--- config.mk ---
export PLATFORM = sky130hd
export DESIGN_NAME = alu_core
export DESIGN_NICKNAME = d
export VERILOG_FILES = /design/src/alu_pkg.sv /design/src/alu_core.sv /design/src/div_unit.sv
export SDC_FILE = /design/constraint.sdc
export NUM_CORES = 1
export LEC_CHECK = 0
export BUFFER_PORTS_ARGS = -buffer_cell sky130_fd_sc_hd__clkbuf_2
export CORE_MARGIN = 3
export CORE_UTILIZATION = 50
export CTS_BUF_LIST = sky130_fd_sc_hd__clkbuf_8
export DETAILED_ROUTE_END_ITERATION = 8
export PLACE_DENSITY = 0.7
export SLEW_MARGIN = 15
export SYNTH_ARGS = -nofsm -noshare
export SYNTH_HDL_FRONTEND = slang
export SYNTH_SLANG_ARGS = --single-unit
--- constraint.sdc ---
create_clock -name sys_clk -period 22.2 [get_ports sys_clk]
set_input_delay 0 -clock sys_clk [delete_from_list [all_inputs] [get_ports sys_clk]]
set_output_delay 0 -clock sys_clk [all_outputs]
set_load 0.02 [all_outputs]
--- src/alu_pkg.sv ---
// Shared constants, operation codes and carriers of the arithmetic unit.
package alu_pkg;

  // ****************************************
  // Register bus map
  // ****************************************
  localparam int          ADDR_W        = 5;
  localparam logic [4:0]  ADDR_GPR_LAST = 5'h0f;
  localparam logic [4:0]  ADDR_FLAGS    = 5'h10;
  localparam logic [7:0]  GPR_RESET     = 8'h00;
  localparam logic [4:0]  FLAGS_RESET   = 5'h00;

  // ****************************************
  // Condition flag positions
  // ****************************************
  localparam int FLAG_C = 0;
  localparam int FLAG_V = 1;
  localparam int FLAG_Z = 2;
  localparam int FLAG_N = 3;
  localparam int FLAG_H = 4;

  // ****************************************
  // Operations
  // ****************************************
  typedef enum logic [4:0] {
    OP_ADD      = 5'h00, OP_SUB      = 5'h01, OP_ADDC     = 5'h02,
    OP_SUBB     = 5'h03, OP_INCB     = 5'h04, OP_DECB     = 5'h05,
    OP_WINC     = 5'h06, OP_WDEC     = 5'h07, OP_DADJ_ADD = 5'h08,
    OP_DADJ_SUB = 5'h09, OP_MUL      = 5'h0a, OP_DIV      = 5'h0b,
    OP_COMPARE  = 5'h0c, OP_NEGATE   = 5'h0d, OP_AND      = 5'h0e,
    OP_OR       = 5'h0f, OP_XOR      = 5'h10, OP_INVERT   = 5'h11,
    OP_ASL      = 5'h12, OP_ASR      = 5'h13, OP_LSL      = 5'h14,
    OP_LSR      = 5'h15, OP_ROT_L    = 5'h16, OP_ROT_R    = 5'h17,
    OP_ROTC_L   = 5'h18, OP_ROTC_R   = 5'h19
  } op_e;

  // One instruction from the decoder.
  typedef struct packed {
    op_e        op;
    logic       word;
    logic       immSel;
    logic       step2;
    logic [3:0] dst;
    logic [3:0] src;
    logic [7:0] imm;
  } alu_req_s;

endpackage

--- src/alu_core.sv ---
// Arithmetic, logic and shift datapath with its register file and flags.
//
// Implementation choices: the strobed register port and the placing of the registers.

// Behaviour
// - Add or subtract registers; immediate only adds.
// - Word add and subtract are register only.
// - Carry add and borrow subtract, byte only.
// - Byte step up or down by one.
// - Word step by one or two.
// - Decimal adjust using current flags.
// - Unsigned 8x8 multiply, full 16-bit product.
// - Unsigned 16/8 divide, quotient and remainder.
// - Compare sets flags, stores nothing.
// - Word compare is register only.
// - Negate as zero minus register.
// - Byte AND, OR, XOR with register or immediate.
// - Invert every bit of register.
// - Arithmetic shift by one position.
// - Logical shift by one position.
// - Rotate by one, bit wraps around.
// - Nine-bit rotate through carry.
// - Flags hold half carry, negative, zero, overflow, carry.
module alu_core (
  // Clock and reset.
  input  wire logic              sys_clk,
  input  wire logic              srst,
  // Register bus.
  input  wire logic [4:0]        busAddr,
  input  wire logic [7:0]        busWdata,
  input  wire logic              busWr,
  input  wire logic              busRd,
  output logic      [7:0]        busRdata,
  // Instruction port.
  input  wire logic              reqValid,
  input  wire alu_pkg::alu_req_s req,
  output logic                   reqError,
  output logic      [4:0]        condFlags
);

  // ****************************************
  // Storage
  // ****************************************
  logic [7:0]  gpr_ff [16];
  logic [4:0]  flags_ff;
  logic [7:0]  rdata_ff;
  logic        error_ff;

  logic [7:0]  a8;
  logic [7:0]  b8;
  logic [15:0] wa;
  logic [15:0] wb;
  logic [3:0]  hiIdx;
  logic [3:0]  loIdx;
  logic        cOld;
  logic        hOld;

  // Adds a plus b plus carry in, with b inverted for subtraction.
  function automatic logic [10:0] add8(input logic [7:0] a, input logic [7:0] b,
                                       input logic ci, input logic sub);
    logic [7:0] bb;
    logic [8:0] s;
    logic [4:0] l;
    bb = sub ? ~b : b;
    s = {1'b0, a} + {1'b0, bb} + {8'h00, ci};
    l = {1'b0, a[3:0]} + {1'b0, bb[3:0]} + {4'h0, ci};
    return {s[8] ^ sub, (a[7] == bb[7]) && (s[7] != a[7]), l[4] ^ sub, s[7:0]};
  endfunction

  // Word version, half carry taken from bit 11.
  function automatic logic [18:0] add16(input logic [15:0] a, input logic [15:0] b,
                                        input logic ci, input logic sub);
    logic [15:0] bb;
    logic [16:0] s;
    logic [12:0] l;
    bb = sub ? ~b : b;
    s = {1'b0, a} + {1'b0, bb} + {16'h0000, ci};
    l = {1'b0, a[11:0]} + {1'b0, bb[11:0]} + {12'h000, ci};
    return {s[16] ^ sub, (a[15] == bb[15]) && (s[15] != a[15]), l[12] ^ sub, s[15:0]};
  endfunction

  // ****************************************
  // Operand selection
  // ****************************************
  assign hiIdx = {req.dst[2:0], 1'b0};
  assign loIdx = {req.dst[2:0], 1'b1};
  assign a8    = gpr_ff[req.dst];
  assign b8    = req.immSel ? req.imm : gpr_ff[req.src];
  assign wa    = {gpr_ff[hiIdx], gpr_ff[loIdx]};
  assign wb    = {gpr_ff[{req.src[2:0], 1'b0}], gpr_ff[{req.src[2:0], 1'b1}]};
  assign cOld  = flags_ff[alu_pkg::FLAG_C];
  assign hOld  = flags_ff[alu_pkg::FLAG_H];

  // ****************************************
  // Legality decode
  // ****************************************
  logic immOk;
  logic wordOk;
  logic inherentWord;
  logic illegal;
  logic go;

  assign immOk = req.op inside {alu_pkg::OP_ADD, alu_pkg::OP_ADDC, alu_pkg::OP_SUBB,
                                alu_pkg::OP_COMPARE, alu_pkg::OP_AND, alu_pkg::OP_OR,
                                alu_pkg::OP_XOR};
  assign wordOk = req.op inside {alu_pkg::OP_ADD, alu_pkg::OP_SUB, alu_pkg::OP_COMPARE};
  assign inherentWord = req.op inside {alu_pkg::OP_WINC, alu_pkg::OP_WDEC,
                                       alu_pkg::OP_MUL, alu_pkg::OP_DIV};
  assign illegal = (req.immSel && (!immOk || req.word || inherentWord))
                 || (req.word && !wordOk && !inherentWord);
  assign go = reqValid && !illegal;

  // ****************************************
  // Arithmetic units
  // ****************************************
  logic        isSub;
  logic [7:0]  arA;
  logic [7:0]  arB;
  logic        arCi;
  logic [10:0] s8;
  logic [15:0] wStep;
  logic [18:0] s16;
  logic [7:0]  quot;
  logic [7:0]  rem;
  logic        divOvf;

  assign isSub = req.op inside {alu_pkg::OP_SUB, alu_pkg::OP_SUBB, alu_pkg::OP_DECB,
                                alu_pkg::OP_COMPARE, alu_pkg::OP_NEGATE, alu_pkg::OP_WDEC};
  assign arA  = (req.op == alu_pkg::OP_NEGATE) ? 8'h00 : a8;
  assign arB  = (req.op == alu_pkg::OP_NEGATE) ? a8
              : (req.op inside {alu_pkg::OP_INCB, alu_pkg::OP_DECB}) ? 8'h01 : b8;
  assign arCi = (req.op == alu_pkg::OP_ADDC) ? cOld
              : (req.op == alu_pkg::OP_SUBB) ? ~cOld : isSub;
  assign s8   = add8(arA, arB, arCi, isSub);
  // word step by one or two
  assign wStep = (req.op inside {alu_pkg::OP_WINC, alu_pkg::OP_WDEC})
               ? (req.step2 ? 16'h0002 : 16'h0001) : wb;
  assign s16  = add16(wa, wStep, isSub, isSub);

  div_unit u_div (
    .dividend  (wa),
    .divisor   (b8),
    .quotient  (quot),
    .remainder (rem),
    .overflow  (divOvf)
  );

  // ****************************************
  // Result and flag formation
  // ****************************************
  logic [15:0] nxtRes;
  logic [4:0]  nxtFlags;
  logic        nxtWrB;
  logic        nxtWrW;

  // Picks the result, write size and new flags for the current operation.
  always_comb begin
    logic [7:0] r;
    logic       co;
    r = 8'h00;
    co = cOld;
    nxtRes = 16'h0000;
    nxtWrB = 1'b0;
    nxtWrW = 1'b0;
    nxtFlags = flags_ff;
    unique case (req.op)
      alu_pkg::OP_ADD, alu_pkg::OP_SUB, alu_pkg::OP_ADDC, alu_pkg::OP_SUBB,
      alu_pkg::OP_COMPARE, alu_pkg::OP_NEGATE: begin
        if (req.word) begin
          nxtRes = s16[15:0];
          nxtWrW = (req.op != alu_pkg::OP_COMPARE);
          nxtFlags = {s16[16], s16[15], s16[15:0] == 16'h0000, s16[17], s16[18]};
        end else begin
          nxtRes = {8'h00, s8[7:0]};
          nxtWrB = (req.op != alu_pkg::OP_COMPARE);
          nxtFlags = {s8[8], s8[7], s8[7:0] == 8'h00, s8[9], s8[10]};
          // Carry chains keep zero only while every part is zero.
          if (req.op inside {alu_pkg::OP_ADDC, alu_pkg::OP_SUBB})
            nxtFlags[alu_pkg::FLAG_Z] = flags_ff[alu_pkg::FLAG_Z] && (s8[7:0] == 8'h00);
        end
      end
      alu_pkg::OP_INCB, alu_pkg::OP_DECB: begin
        nxtRes = {8'h00, s8[7:0]};
        nxtWrB = 1'b1;
        nxtFlags = {hOld, s8[7], s8[7:0] == 8'h00, s8[9], cOld};
      end
      alu_pkg::OP_WINC, alu_pkg::OP_WDEC: begin
        nxtRes = s16[15:0];
        nxtWrW = 1'b1;
      end
      alu_pkg::OP_DADJ_ADD, alu_pkg::OP_DADJ_SUB: begin
        if (req.op == alu_pkg::OP_DADJ_ADD) begin
          co = cOld || (a8 > 8'h99);
          r = a8 + {(co ? 4'h6 : 4'h0), ((hOld || a8[3:0] > 4'h9) ? 4'h6 : 4'h0)};
        end else begin
          r = a8 - {(cOld ? 4'h6 : 4'h0), (hOld ? 4'h6 : 4'h0)};
        end
        nxtRes = {8'h00, r};
        nxtWrB = 1'b1;
        nxtFlags = {hOld, r[7], r == 8'h00, flags_ff[alu_pkg::FLAG_V], co};
      end
      alu_pkg::OP_MUL: begin
        nxtRes = {8'h00, wa[7:0]} * {8'h00, b8};
        nxtWrW = 1'b1;
      end
      alu_pkg::OP_DIV: begin
        nxtRes = {rem, quot};
        nxtWrW = !divOvf;
        nxtFlags[alu_pkg::FLAG_N] = b8[7];
        nxtFlags[alu_pkg::FLAG_Z] = (b8 == 8'h00);
        nxtFlags[alu_pkg::FLAG_V] = divOvf;
      end
      alu_pkg::OP_AND, alu_pkg::OP_OR, alu_pkg::OP_XOR, alu_pkg::OP_INVERT: begin
        r = (req.op == alu_pkg::OP_AND) ? (a8 & b8)
          : (req.op == alu_pkg::OP_OR)  ? (a8 | b8)
          : (req.op == alu_pkg::OP_XOR) ? (a8 ^ b8) : ~a8;
        nxtRes = {8'h00, r};
        nxtWrB = 1'b1;
        nxtFlags = {hOld, r[7], r == 8'h00, 1'b0, cOld};
      end
      default: begin
        unique case (req.op)
          alu_pkg::OP_ASL, alu_pkg::OP_LSL: {co, r} = {a8, 1'b0};
          alu_pkg::OP_ASR:   {r, co} = {a8[7], a8};
          alu_pkg::OP_LSR:   {r, co} = {1'b0, a8};
          alu_pkg::OP_ROT_L: {co, r} = {a8[7], a8[6:0], a8[7]};
          alu_pkg::OP_ROT_R: {r, co} = {a8[0], a8[7:1], a8[0]};
          alu_pkg::OP_ROTC_L: {co, r} = {a8, cOld};
          default:           {r, co} = {cOld, a8};
        endcase
        nxtRes = {8'h00, r};
        nxtWrB = 1'b1;
        nxtFlags = {hOld, r[7], r == 8'h00,
                    (req.op == alu_pkg::OP_ASL) && (a8[7] ^ a8[6]), co};
      end
    endcase
  end

  // ****************************************
  // Register file and flags
  // ****************************************
  logic busWrGpr;
  logic busWrFlags;
  logic [7:0] rdSel;

  // Bus writes give way to an instruction in the same cycle.
  assign busWrGpr   = busWr && !reqValid && (busAddr <= alu_pkg::ADDR_GPR_LAST);
  assign busWrFlags = busWr && !reqValid && (busAddr == alu_pkg::ADDR_FLAGS);
  assign rdSel = (busAddr <= alu_pkg::ADDR_GPR_LAST) ? gpr_ff[busAddr[3:0]]
               : (busAddr == alu_pkg::ADDR_FLAGS) ? {3'h0, flags_ff} : 8'h00;

  always_ff @(posedge sys_clk) begin
    if (srst) begin
      for (int i = 0; i < 16; i++) gpr_ff[i] <= alu_pkg::GPR_RESET;
    end else if (go && nxtWrW) begin
      gpr_ff[hiIdx] <= nxtRes[15:8];
      gpr_ff[loIdx] <= nxtRes[7:0];
    end else if (go && nxtWrB) begin
      gpr_ff[req.dst] <= nxtRes[7:0];
    end else if (busWrGpr) begin
      gpr_ff[busAddr[3:0]] <= busWdata;
    end
  end

  always_ff @(posedge sys_clk) begin
    if (srst) flags_ff <= alu_pkg::FLAGS_RESET;
    else if (go) flags_ff <= nxtFlags;
    else if (busWrFlags) flags_ff <= busWdata[4:0];
  end

  // Read data stand one cycle only; a refused request pulses its error.
  always_ff @(posedge sys_clk) begin
    if (srst) begin
      rdata_ff <= 8'h00;
      error_ff <= 1'b0;
    end else begin
      rdata_ff <= busRd ? rdSel : 8'h00;
      error_ff <= reqValid && illegal;
    end
  end

  assign busRdata  = rdata_ff;
  assign reqError  = error_ff;
  assign condFlags = flags_ff;

  // ****************************************
  // Checks
  // ****************************************
  alu_pkg::alu_req_s chkReq_ff;
  logic [7:0]  chkA_ff;
  logic [7:0]  chkB_ff;
  logic [15:0] chkW_ff;
  logic        chkC_ff;
  logic        chkGo_ff;
  logic [7:0]  dstNow;
  logic [15:0] wordNow;

  // Operands as they stood when the last instruction was taken.
  always_ff @(posedge sys_clk) begin
    chkReq_ff <= req;
    chkA_ff <= a8;
    chkB_ff <= b8;
    chkW_ff <= wa;
    chkC_ff <= cOld;
    chkGo_ff <= go && !srst;
  end

  assign dstNow  = gpr_ff[chkReq_ff.dst];
  assign wordNow = {gpr_ff[{chkReq_ff.dst[2:0], 1'b0}], gpr_ff[{chkReq_ff.dst[2:0], 1'b1}]};
endmodule

--- src/div_unit.sv ---
// Combinational unsigned 16 by 8 restoring divider.
module div_unit (
  // Operands.
  input  wire logic [15:0] dividend,
  input  wire logic [7:0]  divisor,
  // Results.
  output logic      [7:0]  quotient,
  output logic      [7:0]  remainder,
  output logic             overflow
);

  // Quotient fits in eight bits only when the high byte is below the divisor.
  assign overflow = (dividend[15:8] >= divisor);

  // Eight restoring steps, one quotient bit each.
  always_comb begin
    logic [8:0] part;
    logic [7:0] rem;
    part = 9'h000;
    rem = dividend[15:8];
    quotient = 8'h00;
    for (int i = 7; i >= 0; i--) begin
      part = {rem, dividend[i]};
      if (part >= {1'b0, divisor}) begin
        quotient[i] = 1'b1;
        part = part - {1'b0, divisor};
      end
      rem = part[7:0];
    end
    remainder = rem;
  end

endmodule

==> qor.csv <==
stage;metric;value;unit
yosys;synth_mux_area_share;21.0;%
drt;first_iter_violations;2802;
clocking;clock_path_buffers;2;
timing;fmax;0.0482;GHz
floorplan;die_y;206;um
setup_path;worstPathMaxFanout;11;
min_path;hold_path.class;in -> reg;
drt;drc;0;
setup_path;start_kind;flop;
setup_path;worstSetupStartpoint;gpr_ff[15][6];
clocking;htreeDepth;4;
grt;grt_max_degree;65;
timing;holdWs;0.0514;ns
cells_and_area;utilization;55.5;%
timing;clock_skew;0.0227;ns
grt;grt_pass1_wl;113000;um
drt;firstDrtPassIters;6;
drt;viasPerCell;7.09;
cells_and_area;nets;2418;
yosys;synth_area_per_cell;9.40;um^2
timing;finalCritPeriodShare;93.4;%
floorplan;coreArea;0.0391;mm^2
placement;port_buffers;55;
yosys;synth.largest_area_cell;edfxtp_1;
setup_path;critPathCaptureType;flop;
setup_path;crit_arrival;20.90;ns
setup_path;cp.required;22.37;ns
yosys;netlist_top_cells_area;edfxtp_1, mux4_2, ha_1, fa_1, o22ai_1;
floorplan;io_pins;56;
yosys;synthCells;2124;
setup_path;reg2reg_from;gpr_ff[15][6];
cells_and_area;final_common_cell;nor2_1;
yosys;ys_types;96;
timing;finalSetupViolCount;0;
yosys;synth_top_family_by_area;multiplexers;
floorplan;start_util;51.1;%
timing;rsz0062_at_grt;no;
placement;placedCellCount;2648;
yosys;synth_flop_cell;edfxtp_1;
clocking;clkTransAtPathRegs;0.09;ns
yosys;ys_seq_area_share;20.6;%
run;max_cap_viol_count;0;
clocking;cts_tree;done;
yosys;synth-adder-area-share;15.1;%
timing;slew_violations;0;
timing;hold_viol_final;0;
clocking;cts_sinks;142;
timing;slew_headroom;24.9;%
clocking;root_buffer;clkbuf_8;
yosys;netlist_area;0.0200;mm^2
clocking;clk_latency;0.48;ns
cells_and_area;areaGrowthSynthToFinish;8.61;%
setup_path;critPathTopFamily;compound AO/OA/AOI/OAI gates;
yosys;synth-edff-count;128;
yosys;ys_warn_count;0;
yosys;synth_compound_area_share;20.1;%
timing;finalCriticalPeriod;20.73;ns
min_path;min_path_cells;3;
placement;dp_hpwl;58400;um
yosys;ys_ff_latch;142;
cells_and_area;drive_gt1_share;19.2;%
min_path;min_from;busWdata[6];
cells_and_area;fillerInstances;3473;
placement;place_congestion;1.04;
drt;detail_route.wl_per_cell;28.3;um
grt;grt.total_usage;35.5;%
setup_path;critical_path_buf_inv_count;4;
drt;wl;76200;um
yosys;synthArstFlopShare;0;%
timing;fin_setup_tns;0;ns
setup_path;cpPeakStageDelay;0.54;ns
outcome;status;finished, final reports clean;
yosys;synth_top_area_share;19.2;%
cells_and_area;final_cell_mix;nor2_1, ha_1, nand2_1;
setup_path;slowest_stage;mux4_2;
setup_path;criticalPathCategory;reg -> reg;
yosys;synth-xor-area-share;4.56;%
cells_and_area;final_cells;2696;
timing;worst_pin_slew;1.12;ns
yosys;syn_nets;2378;
floorplan;die_x;206;um
floorplan;num_rows;72;
drt;postRouteAntennaNets;0;
grt;overflow;0;
grt;antenna_found_initial;0;
grt;grt_pass1_vias;18400;
yosys;synth-simple-area-share;13.4;%
drt;vias;19100;
clocking;cts_inserted_buffers;17;
floorplan;die_area;0.0424;mm^2
setup_path;cp_num_cells;88;
setup_path;r2r_cells;88;
setup_path;crit_top_cell;o21ai_0;
-- cells in the mapped netlist, drive strengths merged (10+ instances only) --
master,count
nor2b,31
o21a,12
inv,141
o21ai,87
a21oi,129
o221ai,12
clkbuf,73
a31oi,14
fa,48
and2,10
nor2,197
or3,12
edfxtp,128
xor2,49
o21bai,22
a22oi,11
mux2i,61
buf,46
a211oi,30
ha,164
o22ai,156
dfxtp,14
mux2,52
xnor2,55
nand3,21
nand4,15
nand2b,23
mux4,132
nand2,162
nor3,38
o211ai,11
a221oi,15
a21o,27
-- timing repair --
action,in CTS,in global routing
setup buffers,0,6
hold buffers,9,0
endpoints found under the setup margin,0,72
endpoints found under the hold margin,14,0
gates resized for setup,0,27
-- kinds of logic after synthesis --
kind of cell,Yosys count
fa+ha+maj,212
mux,245
flops,142
xor+xnor,104
compound gates,594
buf+inv,262
simple gates,565
-- layer usage --
layer	up-vias	track usage (%)	routed length, um
li1	8200	-	-
met1	9161	46.4	27800
met2	1469	56.1	34100
met3	276	7.67	9900
met4	0	17.2	4500
met5	-	0	0
-- metrics by stage --
| step | worst slack (ns) | instance area [um^2] |
|---|---|---|
| detailed placement | 0.267 | 21000 |
| global route | 0.0505 | 21700 |
| CTS | 0.305 | 21500 |
| global placement | 0.962 | 21000 |
| floorplan | 0.612 | 20000 |
| finish | 1.47 | 21700 |
-- state kept, by name, summed over array words and instances, names as in the netlist --
| signal | count |
|---|---|
| reqError | 1 |
| gpr_ff | 128 |
| condFlags | 5 |
| busRdata | 8 |
-- final cells by class --
| cell class | instances | area [um^2] | area share, % |
|---|---|---|---|
| Antenna cell | 1 | 2.50 | 0.0115 |
| Timing Repair Buffer | 140 | 978 | 4.51 |
| Clock buffer | 17 | 234 | 1.08 |
| Sequential cell | 142 | 4120 | 19.0 |
| Multi-Input combinational cell | 1720 | 15000 | 69.0 |
| Inverter | 143 | 537 | 2.47 |
| Tap cell | 518 | 648 | 2.99 |
| Clock inverter | 15 | 195 | 0.900 |
-- worst reg2reg max path, delay by kind of cell, from the launching register on --
kind	cells	cell delay (ns)
AOI/OAI and AO/OA	44	9.43
adders and majority gates	8	2.46
buffers and inverters	4	0.36
DFF	1	0.53
muxes	9	3.38
and+or+nand+nor	23	4.23
-- worst paths after layout --
check                                      to  slack (ns)
worst max-delay path            gpr_ff[14][7]        1.47
worst min-delay path             gpr_ff[8][6]        0.05
worst max register to register  gpr_ff[14][7]        1.47
worst min register to register   condFlags[3]        0.57
Power is not shown: default switching activity piles up to over one toggle a cycle in this logic, so the estimate is an artifact.
